==> src/design/cal_seq_params.svh <==
// constants for the converter calibration sequencer
`ifndef CAL_SEQ_PARAMS_SVH
`define CAL_SEQ_PARAMS_SVH
`define ADDR_CTRL 4'h0
`define ADDR_TRIG 4'h1
`define ADDR_LPCFG 4'h2
`define ADDR_STATUS 4'h3
`define ADDR_TRIM0 4'h4
`define ADDR_TRIM1 4'h5
`define ADDR_TRIM2 4'h6
`define ADDR_TRIM3 4'h7
`define CTRL_CAL_EN 0
`define CTRL_BG_EN 1
`define CTRL_TRIG_SEL 2
`define CTRL_FG_OS 3
`define CTRL_BG_OS 4
`define CTRL_LOW_POWER_BG_ENABLE 5
`define CTRL_LP_SEL 6
`define CTRL_DUAL 7
`define CTRL_INSEL 8
`define CTRL_RESET 16'h0181
`define MIDCODE 8'h00
`define TRIM_FACTORY 8'h80
`define CAL_PASS_CYCLES 16'h0040
`define OS_PASS_CYCLES 16'h0080
`define SLEEP_UNIT 16'h0010
`define WAKE_UNIT 16'h0004
`define LPCFG_RESET 8'h44
`endif

==> src/design/cal_seq_pkg.sv <==
// types for the converter calibration sequencer
package cal_seq_pkg;
	typedef enum logic [1:0] {core_a, core_b, core_c} core_id_t;
	typedef struct packed {
		logic [3:0] addr;
		logic [15:0] wdata;
		logic wr;
		logic rd;
	} reg_req_t;
	typedef struct packed {
		logic [2:0] online;
		logic [2:0] powered;
		logic [2:0] calibrating;
	} core_status_t;
endpackage : cal_seq_pkg

==> src/design/cal_down_counter.sv <==
// loadable down counter used to time calibration phases
`timescale 1ns/1ps
module cal_down_counter (
	// clock and reset
	input wire logic clk_i,
	input wire logic reset_i,
	// control
	input wire logic load_i,
	input wire logic [15:0] value_i,
	// state
	output logic zero_o
);
	logic [15:0] count;
	always_ff @(posedge clk_i) begin
		if (reset_i) begin
			// reset loads the first phase so it is already timing at release
			count <= value_i;
		end else if (load_i) begin
			count <= value_i;
		end else if (count != 16'h0000) begin
			count <= count - 16'h0001;
		end
	end
	// no load term here: callers feed zero_o straight back into load_i
	assign zero_o = (count == 16'h0000);
endmodule : cal_down_counter

==> src/design/adc_calibration_sequencer.sv <==
// calibration sequencer for a three-core interleaved converter
//
// Added by the designer: the strobed register port and the register offsets.
`timescale 1ns/1ps
`include "cal_seq_params.svh"
module adc_calibration_sequencer (
	// clock and reset
	input wire logic clk_i,
	input wire logic reset_i,
	// register port
	input wire logic [3:0] addr_i,
	input wire logic [15:0] wdata_i,
	input wire logic wr_i,
	input wire logic rd_i,
	output logic [15:0] rdata_o,
	// pins and converter side
	input wire logic cal_pin_trigger_i,
	input wire logic [7:0] offset_est_i,
	output logic [2:0] core_online_o,
	output logic [2:0] core_power_o,
	output logic [5:0] bank_cal_o,
	output logic [1:0] core_a_input_o,
	output logic [1:0] core_b_input_o,
	output logic midcode_out_o,
	output logic [7:0] midcode_value_o,
	output logic fg_cal_done_o
);
	typedef enum logic [3:0] {
		st_idle, st_fg_cal, st_fg_os, st_fg_end, st_bg_sleep, st_bg_wake,
		st_bg_cal, st_bg_os, st_bg_swap
	} state_t;

	cal_seq_pkg::reg_req_t req;
	cal_seq_pkg::core_status_t cores;
	state_t state;
	logic [15:0] ctrl;
	logic sw_cal_trigger;
	logic [7:0] lpcfg;
	logic [7:0] input_offset_trim [4];
	logic [7:0] next_trim;
	logic pin_meta;
	logic pin_sync;
	logic pin_prev;
	logic soft_prev;
	logic trig_level;
	logic trig_edge;
	logic fg_cal_done;
	logic bg_run;
	cal_seq_pkg::core_id_t spare;
	cal_seq_pkg::core_id_t victim;
	logic cnt_load;
	logic [15:0] cnt_value;
	logic cnt_zero;
	logic [1:0] trim_sel;
	cal_seq_pkg::core_id_t next_victim;
	logic [1:0] next_a_input;
	logic [1:0] next_b_input;
	logic fg_phase;
	logic trim_core_b;
	logic trim_input_b;

	assign req = '{addr: addr_i, wdata: wdata_i, wr: wr_i, rd: rd_i};

	// control bits
	wire cal_en = ctrl[`CTRL_CAL_EN];
	wire background_cal_enable = ctrl[`CTRL_BG_EN];
	wire trigger_source_select = ctrl[`CTRL_TRIG_SEL];
	wire fg_offset_cal_enable = ctrl[`CTRL_FG_OS];
	wire bg_offset_cal_enable = ctrl[`CTRL_BG_OS];
	wire low_power_bg_enable = ctrl[`CTRL_LOW_POWER_BG_ENABLE];
	wire low_power_switch_select = ctrl[`CTRL_LP_SEL];
	wire dual_channel = ctrl[`CTRL_DUAL];
	wire [3:0] spare_sleep_delay = lpcfg[3:0];
	wire [3:0] spare_wake_delay = lpcfg[7:4];
	wire offset_cal_active = (fg_offset_cal_enable && state == st_fg_os) || bg_offset_cal_enable;

	// pin synchroniser; first stage feeds only the second
	always_ff @(posedge clk_i) begin
		if (reset_i) begin
			pin_meta <= 1'b0;
			pin_sync <= 1'b0;
			pin_prev <= 1'b0;
			soft_prev <= 1'b0;
		end else begin
			pin_meta <= cal_pin_trigger_i;
			pin_sync <= pin_meta;
			pin_prev <= pin_sync;
			soft_prev <= sw_cal_trigger;
		end
	end

	// select bit high picks the pin, low picks the software bit
	assign trig_level = trigger_source_select ? pin_sync : sw_cal_trigger;
	assign trig_edge = trigger_source_select ? (pin_sync && !pin_prev)
		: (sw_cal_trigger && !soft_prev);

	// host-written registers
	always_ff @(posedge clk_i) begin
		if (reset_i) begin
			ctrl <= `CTRL_RESET;
			sw_cal_trigger <= 1'b0;
			lpcfg <= `LPCFG_RESET;
		end else if (req.wr) begin
			case (req.addr)
				`ADDR_CTRL: ctrl <= req.wdata;
				`ADDR_TRIG: sw_cal_trigger <= req.wdata[0];
				`ADDR_LPCFG: lpcfg <= req.wdata[7:0];
				default: ;
			endcase
		end
	end

	// offset trims: factory value at reset, host may adjust, calibration overwrites
	// trim index: high bit core B, low bit input B
	always_comb begin
		trim_core_b = 1'b0;
		trim_input_b = 1'b0;
		case (state)
			st_fg_os: begin
				// single channel: core B carries the trim; dual: first input on core A
				trim_core_b = !dual_channel;
				trim_input_b = 1'b0;
			end
			st_bg_os: begin
				trim_core_b = (victim == cal_seq_pkg::core_b);
				trim_input_b = dual_channel && (victim == cal_seq_pkg::core_b);
			end
			default: ;
		endcase
	end
	assign trim_sel = {trim_core_b, trim_input_b};
	assign next_trim = offset_est_i;
	always_ff @(posedge clk_i) begin
		if (reset_i) begin
			for (int i = 0; i < 4; i++) begin
				input_offset_trim[i] <= `TRIM_FACTORY;
			end
		end else if ((state == st_fg_os || state == st_bg_os) && cnt_zero) begin
			input_offset_trim[trim_sel] <= next_trim;
		end else if (req.wr && req.addr[3:2] == 2'b01 && !offset_cal_active) begin
			input_offset_trim[req.addr[1:0]] <= req.wdata[7:0];
		end
	end

	// sequencer
	cal_down_counter phase_timer (
		.clk_i(clk_i),
		.reset_i(reset_i),
		.load_i(cnt_load),
		.value_i(cnt_value),
		.zero_o(cnt_zero)
	);

	always_comb begin
		cnt_load = 1'b0;
		cnt_value = `CAL_PASS_CYCLES;
		case (state)
			st_idle: begin
				cnt_load = 1'b1;
				cnt_value = (bg_run && low_power_bg_enable) ? 16'(spare_sleep_delay) * `SLEEP_UNIT
					: `CAL_PASS_CYCLES;
			end
			st_fg_cal, st_bg_cal: begin
				cnt_load = cnt_zero;
				cnt_value = `OS_PASS_CYCLES;
			end
			st_bg_sleep: begin
				// paced mode holds the count at zero so a late trigger is not missed
				cnt_load = cnt_zero && (!low_power_switch_select || trig_edge);
				cnt_value = 16'(spare_wake_delay) * `WAKE_UNIT;
			end
			st_bg_wake: begin
				cnt_load = cnt_zero;
				cnt_value = `CAL_PASS_CYCLES;
			end
			default: ;
		endcase
		// the power-up pass needs a full count the moment reset lets go
		if (reset_i) begin
			cnt_value = `CAL_PASS_CYCLES;
		end
	end

	assign bg_run = background_cal_enable && !trigger_source_select && sw_cal_trigger;

	always_ff @(posedge clk_i) begin
		if (reset_i) begin
			state <= st_fg_cal;
		end else begin
			case (state)
				st_idle: begin
					if (bg_run && cal_en) begin
						state <= low_power_bg_enable ? st_bg_sleep : st_bg_cal;
					end else if (trig_edge && cal_en) begin
						state <= st_fg_cal;
					end
				end
				st_fg_cal: if (cnt_zero) state <= fg_offset_cal_enable ? st_fg_os : st_fg_end;
				st_fg_os: if (cnt_zero) state <= st_fg_end;
				st_fg_end: state <= st_idle;
				st_bg_sleep: begin
					// user-paced mode waits for the trigger once sleep is over
					if (cnt_zero && (!low_power_switch_select || trig_edge)) state <= st_bg_wake;
				end
				st_bg_wake: if (cnt_zero) state <= st_bg_cal;
				st_bg_cal: if (cnt_zero) state <= bg_offset_cal_enable ? st_bg_os : st_bg_swap;
				st_bg_os: if (cnt_zero) state <= st_bg_swap;
				st_bg_swap: state <= st_idle;
				default: state <= st_idle;
			endcase
		end
	end

	// next victim is the online core that is neither old spare nor old victim,
	// so every core, C included, gets its turn
	always_comb begin
		if (spare != cal_seq_pkg::core_a && victim != cal_seq_pkg::core_a) begin
			next_victim = cal_seq_pkg::core_a;
		end else if (spare != cal_seq_pkg::core_b && victim != cal_seq_pkg::core_b) begin
			next_victim = cal_seq_pkg::core_b;
		end else begin
			next_victim = cal_seq_pkg::core_c;
		end
	end

	// spare rotation: spare replaces victim, released victim becomes spare
	always_ff @(posedge clk_i) begin
		if (reset_i) begin
			spare <= cal_seq_pkg::core_c;
			victim <= cal_seq_pkg::core_a;
		end else if (state == st_bg_swap) begin
			spare <= victim;
			victim <= next_victim;
		end else if (!bg_run && state == st_idle) begin
			spare <= cal_seq_pkg::core_c;
			victim <= cal_seq_pkg::core_a;
		end
	end

	// core status derived from phase
	always_comb begin
		cores.online = 3'b111;
		cores.online[spare] = 1'b0;
		cores.powered = 3'b111;
		cores.calibrating = 3'b000;
		case (state)
			st_fg_cal, st_fg_os, st_fg_end: begin
				cores.online = 3'b000;
				cores.calibrating = 3'b011;
			end
			st_bg_sleep: cores.powered[spare] = 1'b0;
			st_bg_cal, st_bg_os: cores.calibrating[spare] = 1'b1;
			st_idle: if (bg_run && low_power_bg_enable) cores.powered[spare] = 1'b0;
			default: ;
		endcase
	end

	assign fg_phase = (state == st_fg_cal || state == st_fg_os || state == st_fg_end);

	// dual channel: A on first input, B on second; single: both on the selected input
	always_comb begin
		if (dual_channel) begin
			next_a_input = 2'b01;
			next_b_input = 2'b10;
		end else if (ctrl[`CTRL_INSEL]) begin
			next_a_input = 2'b10;
			next_b_input = 2'b10;
		end else begin
			next_a_input = 2'b01;
			next_b_input = 2'b01;
		end
	end

	// registered outputs
	always_ff @(posedge clk_i) begin
		if (reset_i) begin
			core_online_o <= 3'b000;
			core_power_o <= 3'b111;
			bank_cal_o <= 6'h00;
			midcode_out_o <= 1'b1;
			midcode_value_o <= `MIDCODE;
			core_a_input_o <= 2'b01;
			core_b_input_o <= 2'b10;
		end else begin
			core_online_o <= cores.online;
			core_power_o <= cores.powered;
			// each core's two banks calibrate together against the reference
			bank_cal_o <= {{2{cores.calibrating[2]}}, {2{cores.calibrating[1]}},
				{2{cores.calibrating[0]}}};
			midcode_out_o <= fg_phase;
			midcode_value_o <= `MIDCODE;
			core_a_input_o <= next_a_input;
			core_b_input_o <= next_b_input;
		end
	end

	// done flag
	always_ff @(posedge clk_i) begin
		if (reset_i) begin
			fg_cal_done <= 1'b0;
		end else if (state == st_fg_end) begin
			fg_cal_done <= 1'b1;
		end else if (state == st_idle && trig_edge && cal_en && !bg_run) begin
			fg_cal_done <= 1'b0;
		end
	end
	assign fg_cal_done_o = fg_cal_done;

	// read port
	always_ff @(posedge clk_i) begin
		if (reset_i) begin
			rdata_o <= 16'h0000;
		end else if (req.rd) begin
			case (req.addr)
				`ADDR_CTRL: rdata_o <= ctrl;
				`ADDR_TRIG: rdata_o <= {15'h0000, sw_cal_trigger};
				`ADDR_LPCFG: rdata_o <= {8'h00, lpcfg};
				`ADDR_STATUS: rdata_o <= {4'h0, state, 1'b0, trig_level, spare, cores.online, fg_cal_done};
				`ADDR_TRIM0, `ADDR_TRIM1, `ADDR_TRIM2, `ADDR_TRIM3:
					rdata_o <= {8'h00, input_offset_trim[req.addr[1:0]]};
				default: rdata_o <= 16'h0000;
			endcase
		end else begin
			rdata_o <= 16'h0000;
		end
	end
endmodule : adc_calibration_sequencer

==> config.mk <==
export PLATFORM = sky130hd
export DESIGN_NAME = adc_calibration_sequencer
export DESIGN_NICKNAME = d
export VERILOG_FILES = /design/src/design/cal_seq_pkg.sv /design/src/design/cal_down_counter.sv /design/src/design/adc_calibration_sequencer.sv
export VERILOG_INCLUDE_DIRS = /design/src /design/src/design
export SDC_FILE = /design/constraint.sdc
export NUM_CORES = 1
export LEC_CHECK = 0
export ABC_CLOCK_PERIOD_IN_PS = 6000
export BUFFER_PORTS_ARGS = -buffer_cell sky130_fd_sc_hd__buf_2
export CORE_ASPECT_RATIO = 0.75
export CORE_MARGIN = 8
export CORE_UTILIZATION = 62
export CTS_CLUSTER_DIAMETER = 120
export CTS_CLUSTER_SIZE = 10
export DETAILED_ROUTE_END_ITERATION = 8
export GPL_TIMING_DRIVEN = 0
export PLACE_DENSITY_LB_ADDON = 0.05
export SYNTH_ARGS = -nofsm -noshare
export SYNTH_HDL_FRONTEND = slang
export SYNTH_SLANG_ARGS = --single-unit
==> constraint.sdc <==
create_clock -name clk_i -period 6 [get_ports clk_i]
set_input_delay 1.2 -clock clk_i [delete_from_list [all_inputs] [get_ports clk_i]]
set_output_delay 1.2 -clock clk_i [all_outputs]
set_load 0.1 [all_outputs]
After elaboration in Yosys (flattened, before gate mapping)
Memory sizes are Yosys's and may differ from the RTL's.
Cells that the tools add are included.
Widths: inputs -> output; s select.
Word-level totals
  flip-flop bits (word level): 86
  memories: 1
  bits in writable memories: 32
  input port bits: 33
  output and inout bits: 42
Cells by class
  equality and inequality tests: 26
  multiplexer cells: 54
  bitwise operators: 2
  reduce and logical (&&, ||, !) cells: 54
  magnitude comparators: 2
  $add $sub $neg: 1
Memories
  input_offset_trim: depth 4, bits a word 8, rd ports 1, clocked after Yosys merged registers in 0, write ports 4, RTL line adc_calibration_sequencer.sv:39  | logic [7:0] input_offset_trim [4];
Operators with widths (number)
  $pmux 16 s5: 1
  $mux 16: 4
  $mux 4: 9
  $eq 4x3->1 const B: 8
  $pmux 4 s7: 1
  $mux 8: 3
  $pmux 8 s3: 1
  $logic_and 1x1->1: 20
  $mux 2: 10
  $mux 1: 18
  $eq 4x2->1 const B: 4
  $logic_not 16->1: 1
  $reduce_bool 16->1: 1
  $reduce_or 8->1: 2
  $sub 16x1->16 const B: 1
  $ne 2x2->1 const B: 6
  $pmux 3 s2: 2
  $eq 4x1->1 const B: 2
  $logic_not 4->1: 2
  $reduce_bool 2->1: 4
  $reduce_or 2->1: 4
  $logic_not 1->1: 7
  $reduce_and 7->1: 1
  $mux 3: 2
  16 further kinds: 25

Longest topological paths before layout
Gate-level depths: netlist (run 1).
  word-level depth: 11
  mapped depth: 8
  mapped depth without buffers: 7

Cells and area by module
From an unflattened synthesis (run 1), not the netlist that was laid out.
Unflattened totals
  cells, all modules: 566
  area total of the unflattened synthesis: 5467.7 µm²
Modules (own cells, without submodules)
  adc_calibration_sequencer: times used 1, area an instance 4498.1 µm², cells an instance 472
  cal_down_counter: times used 1, area an instance 969.7 µm², cells an instance 94

Worst setup path before layout (run 1)
No wires, ideal clock.
  kind: input port to flip-flop
  start point: input port addr_i[3]
  end point: memory input_offset_trim[1][0] (enable)
  data required time: 5.671 ns
  cell stages on the path: 5
  arrival time: 2.450 ns
  setup time: 0.329 ns
  buffers on the path: 0
  path slack: 3.221 ns
  cell sequence: nand4bb_1 > a211o_1 > a21oi_2 > nand2_1 > nand2_1
RTL lines
  start: declaration: RTL line adc_calibration_sequencer.sv:11  | input wire logic [3:0] addr_i,
  end: declaration: RTL line adc_calibration_sequencer.sv:39

==> results by group, run 1 <==
Route
  – Routed Antenna Nets: 0
  – WL/cell: 19.7 um
  – Vias per inst: 6.06
  – Vias post-DR: 4688
  – Drt pass-1 iters: 5
  – # DRC: 0
  – First DRT Iteration DRCs: 600
  – Final wirelength: 15.3 mm

STA
  – Final WS setup: 2.85 ns
  – Hold slack: between 0.4 and 0.5 ns
  – Final hold violation count: 0
  – Unrepaired setup endpoints after global routing: no
  – Worst Skew: 0.00647 ns
  – Ratio of final minimum period to clock period: 52.5%
  – Max Slew Vio Count: 0
  – Min cycle time layout: 3.15 ns
  – Worst-margin pin slew: around 0.74 ns
  – Relative slew slack: 50.5%
  – FMAX: 0.318 GHz
  – Setup_tns: 0 ns
  – Final setup fails: 0

Layout
  – Final Non-Filler Cells: 773
  – Multi-input gate area: roughly 0.0025 mm2
  – Reg area: around 0.0028 mm2
  – Antenna Cells: 0
  – Fraction of layout cells with a size suffix above 1: between 20 and 25%
  – Final Cell Area: ~0.0066 mm2
  – Core Util, Final: 74.2%
  – NumNets Final: slightly below 700
  – Number of fill cells in the layout: 651
  – Area growth, synth to finish: 18.7%

Die
  – Top-Level Pins: 75
  – Height of the die: 97.8 um
  – Die ar.: 0.0122 mm2
  – Row cnt: 30
  – Starting density of the core: 62.5%
  – Die width: 125 um
  – Core ar.: 0.00886 mm2

Yosys
  – EDFF count, synth: 48
  – Netlist Area Pre-Place: around 0.0055 mm2
  – Yosys warning count: 0
  – Cells after Synth: ~560
  – Mapped Avg Cell Area: 9.96 um2
  – Top_reg_cell synth: dfxtp_1
  – Sequential-to-total area share from yosys stat: 50.6%
  – Synth Register Bits: 116
  – Netlist cell types: 76
  – Synth async-reset ratio: 0%

Placed design
  – RD Place Congestion: 0.922
  – Detailed placement HPWL: 10.9 mm
  – Area post-placement: between 0.006 and 0.007 mm2
  – Buffers on Ports: 66
  – Placed insts: between 700 and 800
  – Setup WS pre-CTS: 2.49 ns

Global route
  – Vias in the first global route: 4624
  – Initial antenna violation count: 0
  – GRT Util Overall: 25.6%
  – Global-route wire length before repair: 24.2 mm
  – Overflow left after global routing: 0
  – Largest net degree at the start of global routing: 17

Critical path
  – CP Class: in -> reg
  – Worst Path Arrival: between 3 and 4 ns
  – CP endpoint kind: flop
  – Req. time, crit path: 6.05 ns
  – Worst setup path start: reset_i
  – Worst r2r src: phase_timer.count[0]
  – CP Launch Type: input pin
  – CP max FO: 10

Min path
  – Hold_sp: ctrl[12]
  – Hold WC Path Type: reg -> reg

Clock tree
  – Maximum clock insertion buffer count: 2
  – Hold-fix buffers, CTS: 0
  – CTS root buf: clkbuf_16
  – Sink Count: 116
  – Post-cts sizing count: 0
  – Setup Fix Bufs, Post-CTS: 0
  – CTS tree: done
  – Clock slew at reported path FFs: 0.05 ns
  – Cts bufs inserted: 17
  – Clk_lat worst skew: ~0.42 ns
  – H-tree depth: 4

Pwr
  – Power density over cell area: 364 mW/mm2
  – Max IR drop VDD: 0.000295 V
  – Total power after layout: between 2 and 2.5 mW
  – Leak: 2.64 nW

Status
  – Status: completed

Job
  – Max_cap viols: 0
==> layout make-up <==
class                           instances  area share (%)
Clock inverter                          9           0.780
Timing Repair Buffer                   66            5.02
Tap cell                              112            2.13
Inverter                               20            1.14
Buffer                                 36            2.93
Clock buffer                           23            7.44
Sequential cell                       116            42.6
Multi-Input combinational cell        391            37.9
==> kinds of logic after synthesis <==
kind of cell    share of synthesized area [%]
simple gates                             21.3
flops                                    50.6
compound gates                           12.4
buf+inv                                  4.84
mux                                      8.11
xor+xnor                                 2.21
fa+ha+maj                               0.452
other cells                            0.0677
==> critical path, cell delays in order <==
cell      delay (ns)
buf_2           0.15
clkbuf_1        0.46
clkinv_1        0.47
clkbuf_1        0.40
nand3_1         0.52
==> report_power, final <==
part	switching, mW	internal (mW)	total, mW
Sequential	0.0664	0.901	0.968
Combinational	0.320	0.185	0.505
Clock	0.356	0.568	0.923
Total	0.742	1.65	2.40
==> cells in the mapped netlist (3+ instances only) <==
| cell type | n | area (um2) |
|---|---|---|
| a211oi_1 | 3 | 22.5 |
| a21oi_1 | 34 | 170 |
| a22oi_1 | 13 | 97.6 |
| a31oi_1 | 4 | 25.0 |
| and2_1 | 6 | 37.5 |
| and3_1 | 3 | 18.8 |
| buf_1 | 4 | 15.0 |
| buf_2 | 7 | 35.0 |
| buf_4 | 13 | 97.6 |
| clkbuf_1 | 12 | 45.0 |
| dfxtp_1 | 68 | 1360 |
| edfxtp_1 | 48 | 1440 |
| inv_1 | 19 | 71.3 |
| mux2i_1 | 22 | 220 |
| mux4_2 | 9 | 203 |
| nand2_1 | 69 | 259 |
| nand2b_1 | 8 | 50.1 |
| nand3_1 | 15 | 75.1 |
| nand3b_1 | 3 | 22.5 |
| nor2_1 | 79 | 297 |
| nor2b_1 | 12 | 75.1 |
| nor3_1 | 9 | 45.0 |
| nor4_1 | 4 | 25.0 |
| nor4_2 | 3 | 37.5 |
| o21ai_0 | 13 | 65.1 |
| xnor2_1 | 12 | 105 |
==> registers in the layout, summed over array words and instances (netlist names), 2 cells and up <==
register / cells
rdata_o: 16
ctrl: 16
bank_cal_o: 3
core_b_input_o: 2
phase_timer.count: 16
state: 4
core_a_input_o: 2
core_online_o: 3
spare: 2
core_power_o: 3
lpcfg: 8
input_offset_trim: 32
victim: 2
==> cells in the final DEF, fill, tap and decap left out, types with 6 or more instances in the layout <==
| master | count |
|---|---|
| a21oi_1 | 34 |
| a22oi_1 | 13 |
| and2_1 | 6 |
| buf_2 | 73 |
| buf_4 | 13 |
| clkbuf_1 | 15 |
| clkbuf_16 | 18 |
| clkinv_2 | 6 |
| conb_1 | 8 |
| dfxtp_1 | 68 |
| edfxtp_1 | 48 |
| inv_1 | 19 |
| mux2i_1 | 22 |
| mux4_2 | 9 |
| nand2_1 | 69 |
| nand2b_1 | 8 |
| nand3_1 | 15 |
| nor2_1 | 79 |
| nor2b_1 | 12 |
| nor3_1 | 9 |
| o21ai_0 | 13 |
| xnor2_1 | 12 |
==> routing by layer <==
metal  track usage [%]  up-vias  wire [um]
met2              38.5      289       6790
met4              10.1        0        326
met5                 0        -          0
met3              8.87       31       1710
met1              33.1     2209       6430
li1                  -     2159          -
==> worst paths after layout <==
check | depth (start not counted) | slack (ns) | to
setup / recovery | 5 | 2.85 | input_offset_trim[3][7]
hold / removal | 1 | 0.45 | rdata_o[12]
setup reg to reg | 7 | 3.21 | input_offset_trim[2][7]
hold reg to reg | 1 | 0.45 | rdata_o[12]
Power figures use the tool's default switching activity.
==> inputs of run 2 (changes only) <==
--- a/config.mk
+++ b/config.mk
@@ -6,11 +6,11 @@
 export SDC_FILE = /design/constraint.sdc
 export NUM_CORES = 1
 export LEC_CHECK = 0
-export ABC_CLOCK_PERIOD_IN_PS = 6000
+export ABC_CLOCK_PERIOD_IN_PS = 2900
 export BUFFER_PORTS_ARGS = -buffer_cell sky130_fd_sc_hd__buf_2
 export CORE_ASPECT_RATIO = 0.75
 export CORE_MARGIN = 8
-export CORE_UTILIZATION = 62
+export CORE_UTILIZATION = 58
 export CTS_CLUSTER_DIAMETER = 120
 export CTS_CLUSTER_SIZE = 10
 export DETAILED_ROUTE_END_ITERATION = 8
==> constraint.sdc (replaced) <==
create_clock -name clk_i -period 2.9 [get_ports clk_i]
set_input_delay 0.58 -clock clk_i [delete_from_list [all_inputs] [get_ports clk_i]]
set_output_delay 0.58 -clock clk_i [all_outputs]
set_load 0.1 [all_outputs]
==> results by group, run 2 (synthesized netlist as in run 1, its figures left out) <==
Die
  – Height of the die: 101 um
  – Die width: 129 um
  – Core ar.: around 0.0095 mm2
  – Starting density of the core: approximately three fifths
  – Die ar.: 0.0130 mm2
  – Top-Level Pins: 75
  – Row cnt: 31

Clock tree
  – CTS root buf: clkbuf_16
  – CTS tree: done
  – Clock slew at reported path FFs: 0.06 ns
  – Setup Fix Bufs, Post-CTS: 0
  – Post-cts sizing count: 0
  – Cts bufs inserted: 17
  – H-tree depth: 4
  – Sink Count: 116
  – Hold-fix buffers, CTS: 0
  – Clk_lat worst skew: 0.42 ns
  – Maximum clock insertion buffer count: 2

Pwr
  – Power density over cell area: 790 mW/mm2
  – Max IR drop VDD: 0.000675 V
  – Total power after layout: ~5.3 mW
  – Leak: 2.70 nW

STA
  – Worst Skew: 0.00695 ns
  – Hold slack: about 0.38 ns
  – FMAX: 0.379 GHz
  – Final hold violation count: 0
  – Ratio of final minimum period to clock period: 91.1%
  – Min cycle time layout: 2.64 ns
  – Final WS setup: 0.259 ns
  – Unrepaired setup endpoints after global routing: no
  – Worst-margin pin slew: just over 0.7 ns
  – Max Slew Vio Count: 0
  – Final setup fails: 0
  – Relative slew slack: 52.0%

Route
  – Vias per inst: ~6
  – # DRC: 0
  – Final wirelength: about 15 mm
  – WL/cell: 18.6 um
  – Vias post-DR: 4655
  – Drt pass-1 iters: 5
  – First DRT Iteration DRCs: 474
  – Routed Antenna Nets: 0

Status
  – Status: completed

Layout
  – Reg area: 0.00280 mm2
  – Most frequent cells in the layout: nor2_1, buf_2, dfxtp_1
  – Multi-input gate area: 0.00250 mm2
  – Number of fill cells in the layout: 750
  – Most common cell after layout, fill and taps aside: nor2_1
  – Fraction of layout cells with a size suffix above 1: 23.0%
  – NumNets Final: 683
  – Antenna Cells: 0
  – Core Util, Final: slightly above 70%
  – Register bank with the most flops: input_offset_trim
  – Largest register FFs: 32
  – Area growth, synth to finish: 21.6%

Critical path
  – Worst r2r src: phase_timer.count[0]
  – Worst Path Arrival: ~2.7 ns
  – CP Class: reg -> reg
  – Worst setup path start: phase_timer.count[0]
  – Worst r2r path cells: 7
  – Req. time, crit path: ~3 ns
  – R2r setup slk: ~0.26 ns
  – CP endpoint kind: flop
  – CP Launch Type: flop
  – CP max FO: 9
  – RR Endpoint: input_offset_trim[2][6]
  – Worst setup endpoint: input_offset_trim[2][6]

Placed design
  – Setup WS pre-CTS: -0.00972 ns
  – Detailed placement HPWL: 10.6 mm
  – RD Place Congestion: 0.901
  – Buffers on Ports: between 60 and 70

Global route
  – Vias in the first global route: 4426
  – Overflow left after global routing: 0
  – Global-route wire length before repair: 23.4 mm
  – GRT Util Overall: about a quarter
  – Largest net degree at the start of global routing: 17
  – Initial antenna violation count: 0

Job
  – Max_cap viols: 0

Min path
  – Hold_sp: cal_pin_trigger_i
  – Hold WC Path Type: in -> reg
==> run 2: changes by cell type in the layout (fill, tap and decap cells not counted), sizes merged <==
cell | before | now
clkinvlp | 2 | 0
inv | 20 | 23
clkbuf | 35 | 34
clkinv | 7 | 5
bufinv | 0 | 2
==> run 2: worst max-delay path, stage by stage, from the launching register on <==
cell	delay, ns
edfxtp_1	0.42
inv_1	0.10
ha_1	0.16
nor3b_1	0.31
nand4_2	0.36
nor3_2	0.36
o211ai_2	0.29
nand2_2	0.31
==> run 2: power breakdown <==
part	internal [mW]	switching [mW]
Clock	1.51	0.777
Sequential	1.86	0.138
Combinational	0.383	0.652
==> run 2: cell type report <==
cell class / count / area share (%)
buffer: 36 / 2.86
clock buffer: 22 / 8.01
clock inverter: 10 / 1.90
inverter: 20 / 1.12
multi-input combinational: 391 / 37.1
sequential: 116 / 41.6
tap: 132 / 2.45
timing repair buffer: 66 / 4.91
==> run 2: metrics by stage <==
step / setup TNS, ns / area [um2] / cells
detailed placement: -0.0754 / 6060 / 761
global placement: -0.0394 / 6060 / 761
floorplan: 0 / 5560 / 563
CTS: 0 / 6730 / 793
global route: 0 / 6730 / 793
finish: 0 / 6730 / 793
==> run 2: how the worst min path moves through the flow <==
stage / end / slack (ns) / cells past startpoint
5_1_grt: ctrl[14] / 0.40 / 3
3_3_place_gp: pin_sync / 0.42 / 1
6_report: pin_meta / 0.38 / 2
2_1_floorplan: core_a_input_o[0] / 0.40 / 1
3_5_place_dp: pin_sync / 0.42 / 1
4_1_cts: pin_meta / 0.38 / 2
==> run 2: routing by layer <==
metal / GRT usage, % / wire, um / up-vias / part of all wire [%]
met4: 8.91 / 339 / 0 / 2.3
met1: 32.6 / 6560 / 2183 / 45
met3: 7.19 / 1630 / 39 / 11
met5: 0 / 0 / - / 0
met2: 34.7 / 6210 / 278 / 42
li1: - / - / 2155 / -
